<file path="src/verilog/dtmfq_pkg.sv">
package dtmfq_pkg;

    // ************************************************************
    // clock and tick base
    // ************************************************************
    localparam int CLK_MHZ = 200;
    localparam int TICK_US = 100;
    localparam int TICK_CYCLES = TICK_US * CLK_MHZ;

    // ************************************************************
    // qualification times, as printed, and in ticks
    // ************************************************************
    localparam int QUAL_STD_MS = 41;
    localparam int QUAL_SHORT_MS = 26;
    localparam int BREAK_QUAL_US = 400;
    localparam int HOLD_STD_MS = 28;
    localparam int HOLD_SHORT_MS = 20;
    localparam int SP_DELAY_US = 600;
    localparam int MIN_STD_MS = 24;
    localparam int MIN_SHORT_MS = 10;

    localparam int CNT_W = 10;
    typedef logic [CNT_W-1:0] dtmfq_cnt_t;

    localparam dtmfq_cnt_t QUAL_STD_T = CNT_W'(QUAL_STD_MS * 1000 / TICK_US);
    localparam dtmfq_cnt_t QUAL_SHORT_T = CNT_W'(QUAL_SHORT_MS * 1000 / TICK_US);
    localparam dtmfq_cnt_t BREAK_QUAL_T = CNT_W'(BREAK_QUAL_US / TICK_US);
    localparam dtmfq_cnt_t HOLD_STD_T = CNT_W'(HOLD_STD_MS * 1000 / TICK_US);
    localparam dtmfq_cnt_t HOLD_SHORT_T = CNT_W'(HOLD_SHORT_MS * 1000 / TICK_US);
    localparam dtmfq_cnt_t SP_DELAY_T = CNT_W'(SP_DELAY_US / TICK_US);
    localparam dtmfq_cnt_t MIN_STD_T = CNT_W'(MIN_STD_MS * 1000 / TICK_US);
    localparam dtmfq_cnt_t MIN_SHORT_T = CNT_W'(MIN_SHORT_MS * 1000 / TICK_US);
    localparam dtmfq_cnt_t CNT_ONE = 10'h001;
    localparam dtmfq_cnt_t CNT_ZERO = 10'h000;

    // ************************************************************
    // digit code and states
    // ************************************************************
    localparam int CODE_W = 4;
    localparam logic [CODE_W-1:0] CODE_RESET = 4'h0;

    typedef enum logic [1:0] {
        ST_IDLE = 2'b00,
        ST_QUAL = 2'b01,
        ST_CODE = 2'b10,
        ST_VALID = 2'b11
    } dtmfq_state_e;

endpackage

</file>
<file path="src/verilog/dtmfq_qualifier.sv">
`timescale 1ns/1ps
// Summary of operation
// - accept tone persisting 49 ms / 37 ms
// - ignore tones shorter than 24 ms / 10 ms
// - clear code and strobe after quiet gap
// - short gap digit change keeps strobe high
// - dropouts under 0.4 ms ignored while qualifying
// - dropouts under 10/3 ms ignored when valid
// - code appears 41 ms / 26 ms after onset
// - withdraw outputs 28 ms / 20 ms after tone
// - strobe rises 0.6 ms after code appears
module dtmfq_qualifier #(
    parameter int TICK_CYCLES = dtmfq_pkg::TICK_CYCLES
) (
    input wire logic clk_i,
    input wire logic arst_n_i,
    input wire logic tone_i,
    input wire logic [dtmfq_pkg::CODE_W-1:0] tone_code_i,
    input wire logic short_mode_i,
    output logic [dtmfq_pkg::CODE_W-1:0] digit_code_o,
    output logic tone_valid_strobe_o
);

    // ************************************************************
    // tick divider
    // ************************************************************
    localparam int DIV_W = $clog2(TICK_CYCLES);
    localparam logic [DIV_W-1:0] DIV_LAST = DIV_W'(TICK_CYCLES - 1);
    localparam logic [DIV_W-1:0] DIV_ZERO = '0;

    logic [DIV_W-1:0] div;
    logic [DIV_W-1:0] next_div;
    logic tick;

    // one 0.1 ms enable pulse; all timers count in these ticks
    always_comb begin
        tick = (div == DIV_LAST);
        next_div = tick ? DIV_ZERO : DIV_W'(div + 1'b1);
    end

    always_ff @(posedge clk_i or negedge arst_n_i) begin
        if (!arst_n_i) begin
            div <= DIV_ZERO;
        end else begin
            div <= next_div;
        end
    end

    // ************************************************************
    // qualification state machine
    // ************************************************************
    dtmfq_pkg::dtmfq_state_e state;
    dtmfq_pkg::dtmfq_state_e next_state;
    dtmfq_pkg::dtmfq_cnt_t run;
    dtmfq_pkg::dtmfq_cnt_t next_run;
    dtmfq_pkg::dtmfq_cnt_t gap;
    dtmfq_pkg::dtmfq_cnt_t next_gap;
    logic [dtmfq_pkg::CODE_W-1:0] code;
    logic [dtmfq_pkg::CODE_W-1:0] next_code;
    logic strobe;
    logic next_strobe;
    dtmfq_pkg::dtmfq_cnt_t qual_t;
    dtmfq_pkg::dtmfq_cnt_t hold_t;
    dtmfq_pkg::dtmfq_cnt_t run_inc;
    dtmfq_pkg::dtmfq_cnt_t gap_inc;

    // mode picks the timing set; a mode change mid-digit applies at once
    always_comb begin
        qual_t = short_mode_i ? dtmfq_pkg::QUAL_SHORT_T : dtmfq_pkg::QUAL_STD_T;
        hold_t = short_mode_i ? dtmfq_pkg::HOLD_SHORT_T : dtmfq_pkg::HOLD_STD_T;
        run_inc = run + dtmfq_pkg::CNT_ONE;
        gap_inc = gap + dtmfq_pkg::CNT_ONE;
        next_state = state;
        next_run = run;
        next_gap = gap;
        next_code = code;
        next_strobe = strobe;
        // gap measures the present dropout; any tone cycle restarts it
        if (tone_i) begin
            next_gap = dtmfq_pkg::CNT_ZERO;
        end else if (tick) begin
            next_gap = gap_inc;
        end
        unique case (state)
            dtmfq_pkg::ST_IDLE: begin
                next_run = dtmfq_pkg::CNT_ZERO;
                next_gap = dtmfq_pkg::CNT_ZERO;
                if (tone_i) begin
                    next_state = dtmfq_pkg::ST_QUAL;
                end
            end
            dtmfq_pkg::ST_QUAL: begin
                if (tick) begin
                    next_run = run_inc;
                    // leave only on the tick after the gap has counted the full 0.4 ms:
                    // a dropout just under 0.4 ms can still straddle that many ticks
                    if (!tone_i && gap >= dtmfq_pkg::BREAK_QUAL_T) begin
                        next_state = dtmfq_pkg::ST_IDLE;
                    end else if (run_inc >= qual_t) begin
                        next_state = dtmfq_pkg::ST_CODE;
                        next_code = tone_code_i;
                        next_run = dtmfq_pkg::CNT_ZERO;
                    end
                end
            end
            dtmfq_pkg::ST_CODE, dtmfq_pkg::ST_VALID: begin
                if (tick && !tone_i && gap_inc >= hold_t) begin
                    // long quiet withdraws both outputs together
                    next_state = dtmfq_pkg::ST_IDLE;
                    next_code = dtmfq_pkg::CODE_RESET;
                    next_strobe = 1'b0;
                end else if (state == dtmfq_pkg::ST_CODE && tick) begin
                    next_run = run_inc;
                    if (run_inc >= dtmfq_pkg::SP_DELAY_T) begin
                        next_state = dtmfq_pkg::ST_VALID;
                        next_strobe = 1'b1;
                    end
                end
                // shorter dropouts and new digits leave code untouched
            end
        endcase
    end

    always_ff @(posedge clk_i or negedge arst_n_i) begin
        if (!arst_n_i) begin
            state <= dtmfq_pkg::ST_IDLE;
            run <= dtmfq_pkg::CNT_ZERO;
            gap <= dtmfq_pkg::CNT_ZERO;
            code <= dtmfq_pkg::CODE_RESET;
            strobe <= 1'b0;
        end else begin
            state <= next_state;
            run <= next_run;
            gap <= next_gap;
            code <= next_code;
            strobe <= next_strobe;
        end
    end

    // code is latched one state ahead so it is stable when the strobe rises
    assign digit_code_o = code;
    assign tone_valid_strobe_o = strobe;
endmodule

</file>
<file path="config.mk">
export PLATFORM = sky130hd
export DESIGN_NAME = dtmfq_qualifier
export DESIGN_NICKNAME = d
export VERILOG_FILES = /design/src/verilog/dtmfq_pkg.sv /design/src/verilog/dtmfq_qualifier.sv
export SDC_FILE = /design/constraint.sdc
export NUM_CORES = 1
export LEC_CHECK = 0
export ABC_CLOCK_PERIOD_IN_PS = 3300
export BUFFER_PORTS_ARGS = -buffer_cell sky130_fd_sc_hd__buf_4
export CORE_UTILIZATION = 45
export CTS_CLUSTER_SIZE = 14
export DETAILED_ROUTE_END_ITERATION = 12
export PLACE_DENSITY = 0.67
export SYNTH_ARGS = -nofsm -noshare
export SYNTH_HDL_FRONTEND = slang
export SYNTH_SLANG_ARGS = --single-unit
</file>
<file path="constraint.sdc">
create_clock -name clk_i -period 3.3 [get_ports clk_i]
set_input_delay 0.33 -clock clk_i [delete_from_list [all_inputs] [get_ports clk_i]]
set_output_delay 0.33 -clock clk_i [all_outputs]
set_load 0.05 [all_outputs]
</file>
==> run summary, run 1 <==
Final min period -> 3.05 ns
Max-cap violations -> 0
Final Cycle Share -> 92.4%
Antenna cells -> 0
Via count of the routed design -> 2,063
Full die area -> 0.00623 mm^2
First-pass detailed-route iteration total -> 4
First-pass GRT wire length -> 9220 um
Cell variety after synth -> 53
Final hold viol count -> 12
H-tree level count -> 2
Hold_buf cts -> 0
Max Freq -> 328 MHz
Synth Register Bits -> 42
Crit. End Element -> flop
Synthesized cell area -> 0.00266 mm^2
Pin count of the biggest net entering global routing -> 43
WP data arrival -> 3.24 ns
Final wirelength -> 5200 um
TNS Setup -> 0 ns
DRC violations left -> 0
Sequential fraction of the synthesis area -> 39.5%
Core area -> 0.00561 mm^2
Final Skew -> 0.0106 ns
Critical path fanouts, max -> 9
Routability cong. -> 0.858
Initial antenna violation count -> 0
Clock transition at the registers of the reported paths -> 0.09 ns
Post-DP HPWL -> 3690 um
Post-synthesis cell count -> 284
Number of synthesized flops with an enable pin -> 0
Number of post-CTS setup repair buffers -> 0
Avg WL per Cell -> 14.2 um
Cell area after layout -> 0.00292 mm^2
Syn nets -> 305
Worst skew pair latency -> 0.31 ns
VDD IR-drop max -> 191 uV
Worst-Margin Slew -> 0.725 ns
RSZ-0062 raised after global routing -> no
Max-slew violations -> 0
Die Ht -> 78.9 um
Port Buffers -> 12
Site Rows -> 27
Most frequent cells in the layout -> 42 x dfrtp_1, 36 x nor2_1, 22 x nand2_1
Worst setup SP type -> flop
Total CTS buffers -> 5
Synth warn -> 0
Share of cells above drive strength 1 -> 12.2%
PD cells -> 341 mW/mm^2
Worst slack at placement -> 0.270 ns
Initial core utilization -> 47.5%
Hold slack -> -0.0151 ns
Setup CP Type -> flop to flop
Clock Tree Buf Depth -> 2
Status -> finished with violations
Gr ovfl total -> 0
Clock tree sinks -> 42
Syn-to-layout area delta -> 9.59%
Failing checks -> hold timing
Commonest non-fill, non-tap cell in the layout -> dfrtp_1
Overall power -> 995 uW
Worst hold path type -> primary input to async pin
Leakage Power -> 1.28 nW
Die width -> 78.9 um
Gr usage total -> 19.2%
Mean post-synth cell area -> 9.37 um^2
I/O pins -> 13
Antenna-violating nets left -> 0
Vias in the first global route -> 2,010
Synth Flop Type -> dfrtp_1
# setup viols final -> 0
Rel. slew slack -> 51.3%
Post-synthesis async set-or-reset flop share -> 100%
Initial drt markers -> 154
WP data required -> 3.49 ns
Final-stage net count -> 314
Final WS setup -> 0.251 ns
CTS tree -> done
CTS resizes -> 0
Root buf cell -> clkbuf_8
Vias/cell -> 5.64
Placed cell area -> 0.00280 mm^2
## kinds of logic after synthesis
kind of cell    share of synthesized area (%)
mux                                      2.02
simple gates                             22.4
fa+ha+maj                                6.11
buf+inv                                  3.24
compound gates                           16.5
flops                                    39.5
xor+xnor                                 10.2
## flip-flops by register name (all words and copies together), names as in the netlist
name,cells
state,2
digit_code_o,4
run,10
div,15
gap,10
tone_valid_strobe_o,1
## Yosys cell counts (2+ instances only)
master	count	area (um^2)
mux2i_1	2	20.0
buf_2	3	15.0
nor4b_1	3	26.3
nor2b_1	2	12.5
nand2b_1	3	18.8
o31ai_1	3	22.5
clkbuf_1	7	26.3
o21ai_0	5	25.0
nor4_1	5	31.3
nor3_1	7	35.0
and4_1	2	17.5
a21oi_2	3	26.3
a21oi_1	9	45.0
xnor2_1	16	140
a22o_1	12	105
buf_4	2	15.0
nor3b_1	2	15.0
dfrtp_1	42	1050
and2_1	3	18.8
a221o_1	2	20.0
or3_1	3	18.8
xor2_1	15	131
nand2_1	22	82.6
o21bai_1	3	22.5
ha_1	13	163
nand4_1	6	37.5
and3_1	4	25.0
o21ai_1	4	20.0
mux2_2	3	33.8
nand3_1	13	65.1
nor2_1	36	135
a211oi_1	2	15.0
inv_1	6	22.5
nand3b_1	2	15.0
## worst paths after layout
check	start	endpoint	slack [ns]	depth (start not counted)
max	run[0]	run[5]	0.25	11
min reg2reg	div[0]	div[0]	0.49	1
min in group clk_i	tone_code_i[0]	digit_code_o[0]	0.24	2
min	arst_n_i	div[8]	-0.02	1
max in group asynchronous	arst_n_i	gap[8]	2.94	1
max reg2reg	run[0]	run[5]	0.25	11
## per-stage QoR
stage | utilization (%) | std cells
3_5_place_dp | 50.0 | 358
3_3_place_gp | 50.0 | 358
2_1_floorplan | - | 284
4_1_cts | 52.0 | 366
5_1_grt | 52.0 | 366
6_report | 52.0 | 366
## metal layers
| layer | part of all wire, % | global-route usage (%) |
|---|---|---|
| met2 | 48 | 30.3 |
| met4 | 1.7 | 9.09 |
| met1 | 48 | 25.1 |
| met5 | 0 | 0 |
| met3 | 2.7 | 4.14 |
## power by group
part           leakage, nW  switching (mW)  internal [mW]  total [mW]
clock network       0.0585           0.193          0.227       0.420
logic                0.663          0.0319         0.0214      0.0533
registers            0.560         0.00492          0.517       0.522
total                 1.28           0.230          0.765       0.995
## cell type report
class | instances | area, um^2
fill | 549 | 2690
multi-input combinational | 222 | 1520
sequential | 42 | 1050
timing repair buffer | 15 | 113
tap | 72 | 90.1
clock buffer | 5 | 68.8
clock inverter | 3 | 43.8
inverter | 7 | 26.3
## critical path, cell delays in order (launching register included)
cell and delay, ns:
dfrtp_1 0.46, ha_1 0.33, nand3_1 0.13, xnor2_1 0.18
ha_1 0.31, nand3_1 0.08, o22ai_1 0.21, a2111oi_4 0.05
o31a_4 0.38, a21oi_2 0.37, nor2_4 0.12, a221o_1 0.31
Power figures use the tool's default switching activity.
==> inputs of run 2 (changes only) <==
--- a/config.mk
+++ b/config.mk
@@ -5,11 +5,14 @@
 export SDC_FILE = /design/constraint.sdc
 export NUM_CORES = 1
 export LEC_CHECK = 0
+export ABC_AREA = 1
 export ABC_CLOCK_PERIOD_IN_PS = 3300
 export BUFFER_PORTS_ARGS = -buffer_cell sky130_fd_sc_hd__buf_4
+export CORE_MARGIN = 10
 export CORE_UTILIZATION = 45
 export CTS_CLUSTER_SIZE = 14
 export DETAILED_ROUTE_END_ITERATION = 12
+export MAX_ROUTING_LAYER = met4
 export PLACE_DENSITY = 0.67
 export SYNTH_ARGS = -nofsm -noshare
 export SYNTH_HDL_FRONTEND = slang
==> run 2 against run 1 <==
Net effect: the run still ends with hold timing left; worst setup slack improved by 0.38 ns; routed wire length increased by 5.9%; first-iteration DRC count decreased by 37%; sequential power increased by 9.8%; final area about the same; global-route usage decreased by 6.8 points; final cell count increased by 25%; via count increased by 12%; flip-flop and latch count unchanged.
==> run summary, run 2 <==
H-tree level count -> 2 (unchanged)
Post-DP HPWL -> 4210 um (was 3690 um)
TNS Setup -> 0 ns (unchanged)
Worst skew pair latency -> 0.30 ns (was 0.31 ns)
Antenna cells -> 0 (unchanged)
Via count of the routed design -> 2,315 (was 2,063)
Core area -> 0.00561 mm^2 (unchanged)
Max FFs per register -> 15 (unchanged)
Final Skew -> 0.00773 ns (was 0.0106 ns)
Site Rows -> 27 (unchanged)
Initial antenna violation count -> 0 (unchanged)
Biggest regs -> div (15), gap (10), run (10) (unchanged)
Setup CP Type -> flop to flop (unchanged)
Leakage Power -> 1.51 nW (was 1.28 nW)
Mux share of post-synthesis cell area -> 0% (was 2.02%)
I/O pins -> 13 (unchanged)
Antenna-violating nets left -> 0 (unchanged)
Synth warn -> 0 (unchanged)
Post-synthesis async set-or-reset flop share -> 100% (unchanged)
Max-slew violations -> 0 (unchanged)
Final Cycle Share -> 80.9% (was 92.4%)
Max-cap violations -> 0 (unchanged)
Worst path slowest cell -> dfrtp_1 (unchanged)
Commonest cells in the netlist -> 99 x nand2_1, 61 x inv_1, 42 x dfrtp_1 (was 42 x dfrtp_1, 36 x nor2_1, 22 x nand2_1)
Most frequent cell after synthesis -> nand2_1 (was dfrtp_1)
Rel. slew slack -> 61.1% (was 51.3%)
Worst-path cell chain -> ha_1, nand3_1, nor2_1, nand3_1, nor2_1, xor2_1, inv_1, ha_1, inv_1, o211ai_1, inv_1, nand2_1, nand3_4, nand2_1, nand2_1, nand2_1, nand2_1 (was ha_1, nand3_1, xnor2_1, ha_1, nand3_1, o22ai_1, a2111oi_4, o31a_4, a21oi_2, nor2_4, a221o_1)
Die width -> 96.9 um (was 78.9 um)
Max stage delay on crit path -> 0.43 ns (was 0.46 ns)
Worst-Margin Slew -> 0.579 ns (was 0.725 ns)
Gr usage total -> 12.4% (was 19.2%)
CTS tree -> done (unchanged)
WP data arrival -> 2.87 ns (was 3.24 ns)
Routability cong. -> 0.840 (was 0.858)
First-pass detailed-route iteration total -> 4 (unchanged)
Combinational family with the most area after synthesis -> simple AND/OR/NAND/NOR gates (unchanged)
Fillers -> 571 (was 549)
Max Used Layer -> met4 (unchanged)
VDD IR-drop max -> 257 uV (was 191 uV)
Clock transition at the registers of the reported paths -> 0.09 ns (about the same)
Critical Path Most Common Cell -> nand2_1
Mean post-synth cell area -> 7.24 um^2 (was 9.37 um^2)
Worst hold path type -> primary input to async pin (unchanged)
Pin count of the biggest net entering global routing -> 43 (unchanged)
Post-synthesis cell count -> 368 (was 284)
Worst setup SP type -> flop (unchanged)
Root buf cell -> clkbuf_8 (unchanged)
Commonest non-fill, non-tap cell in the layout -> nand2_1 (was dfrtp_1)
Placed cell area -> 0.00283 mm^2 (was 0.00280 mm^2)
CTS resizes -> 0 (unchanged)
Initial core utilization -> 47.5% (about the same)
Crit. End Element -> flop (unchanged)
Hold_buf cts -> 0 (unchanged)
Number of synthesized flops with an enable pin -> 0 (unchanged)
Synth Flop Type -> dfrtp_1 (unchanged)
Most frequent cells in the layout -> 99 x nand2_1, 61 x inv_1, 42 x dfrtp_1 (was 42 x dfrtp_1, 36 x nor2_1, 22 x nand2_1)
Total CTS buffers -> 5 (unchanged)
Vias in the first global route -> 2,302 (was 2,010)
Synthesized cell area -> 0.00266 mm^2 (about the same)
Sequential fraction of the synthesis area -> 39.5% (about the same)
WP data required -> 3.50 ns (was 3.49 ns)
XOR/XNOR Fraction of Synth Area -> 2.30% (was 10.2%)
Synth Area in Adders -> 6.11% (about the same)
Final hold viol count -> 5 (was 12)
DRC violations left -> 0 (unchanged)
# setup viols final -> 0 (unchanged)
Syn-to-layout area delta -> 9.63% (was 9.59%)
Failing checks -> hold timing (unchanged)
Clock Tree Buf Depth -> 2 (unchanged)
Synth top area share -> 39.5% (about the same)
Routed met2 length -> 2690 um (was 2490 um)
Vias/cell -> 5.05 (was 5.64)
Cell variety after synth -> 31 (was 53)
First-pass GRT wire length -> 9960 um (was 9220 um)
Cell area after layout -> 0.00292 mm^2 (about the same)
PD cells -> 432 mW/mm^2 (was 341 mW/mm^2)
Initial drt markers -> 97 (was 154)
Synth Register Bits -> 42 (unchanged)
Max Freq -> 375 MHz (was 328 MHz)
Metal1 wirelength -> 2650 um (was 2490 um)
Hold slack -> -0.00986 ns (was -0.0151 ns)
Cell accounting for the most synthesized area -> dfrtp_1 (unchanged)
Status -> finished with violations (unchanged)
Avg WL per Cell -> 12.0 um (was 14.2 um)
Reg2reg path depth -> 17 (was 11)
Syn nets -> 389 (was 305)
Port Buffers -> 12 (unchanged)
Top cells by area, synth -> dfrtp_1 39%, nand2_1 14%, inv_1 8.6% (was dfrtp_1 39%, ha_1 6.1%, xnor2_1 5.3%)
Final-stage net count -> 406 (was 314)
Share of cells above drive strength 1 -> 8.03% (was 12.2%)
Metal3 WL -> 142 um (was 138 um)
Final wirelength -> 5510 um (was 5200 um)
Clock tree sinks -> 42 (unchanged)
Final min period -> 2.67 ns (was 3.05 ns)
Largest Register -> div (unchanged)
RSZ-0062 raised after global routing -> no (unchanged)
Post-Synth Simple-Gate Area -> 33.0% (was 22.4%)
Gr ovfl total -> 0 (unchanged)
Die Ht -> 96.9 um (was 78.9 um)
Critical path fanouts, max -> 7 (was 9)
Number of post-CTS setup repair buffers -> 0 (unchanged)
Post-synthesis compound-gate area fraction -> 9.30% (was 16.5%)
Full die area -> 0.00939 mm^2 (was 0.00623 mm^2)
[run 2: cell count changes after synthesis, moves of 6 or more]
cell / previous run / this run
xnor2_1: 16 / 0
clkbuf_1: 7 / 0
a22o_1: 12 / 0
o22ai_1: 1 / 7
xor2_1: 15 / 7
nand2_1: 22 / 99
inv_1: 6 / 61
nand3_1: 13 / 38
[run 2: cells by family (layout without fill, tap and decap cells)]
family          count (synthesis)  after routing
xor+xnor                        7              7
flops                          42             42
buf+inv                        67             85
fa+ha+maj                      13             13
simple gates                  197            197
compound gates                 42             42
[run 2: power by group]
part,switching [mW],internal [mW],total [mW]
Clock,0.195,0.151,0.346
Sequential,0.0331,0.540,0.573
Combinational,0.232,0.108,0.341
[run 2: worst paths after layout]
kind / from / endpoint / slack, ns
worst min register to register: div[0] / div[0] / 0.48
worst min-delay path: arst_n_i / gap[8] / -0.01
worst max register to register: gap[0] / digit_code_o[3] / 0.63
min in group clk_i: tone_code_i[3] / digit_code_o[3] / 0.23
max in group asynchronous: arst_n_i / run[3] / 2.91
worst max-delay path: gap[0] / digit_code_o[3] / 0.63
[run 2: routing by layer]
metal	vias up	track usage [%]
met1	1078	14.2
li1	1212	-
met3	2	3.05
met2	23	21.3
met4	0	3.04
met5	-	-
[run 2: critical path, delay by kind of cell, from the launching register on]
| kind | cells | cell delay [ns] |
|---|---|---|
| compound gates | 1 | 0.18 |
| buf+inv | 3 | 0.16 |
| simple gates | 10 | 1.11 |
| flops | 1 | 0.43 |
| fa+ha+maj | 2 | 0.46 |
| xor+xnor | 1 | 0.21 |
[run 2: final cells by class]
cell class,instances,area [um^2],share of cell area (%)
Clock inverter,3,23.8,0.814
Sequential cell,42,1050,36.0
Multi-Input combinational cell,259,1350,46.3
Tap cell,72,90.1,3.09
Timing Repair Buffer,12,90.1,3.09
Clock buffer,5,68.8,2.36
Inverter,65,244,8.36
[run 2: stage by stage]
step                      setup WS [ns]  total power, mW  hold WS [ns]  utilization [%]  cells
final                             0.630             1.26      -0.00986             52.1    458
after global routing              0.343             1.36        0.0328             52.1    458
after CTS                         0.636             1.27        0.0305             52.1    458
after detailed placement          0.659            0.920         0.362             50.4    450
after global placement            0.694            0.917         0.357             50.4    450
after floorplan                   0.981            0.851        0.0344                -    368
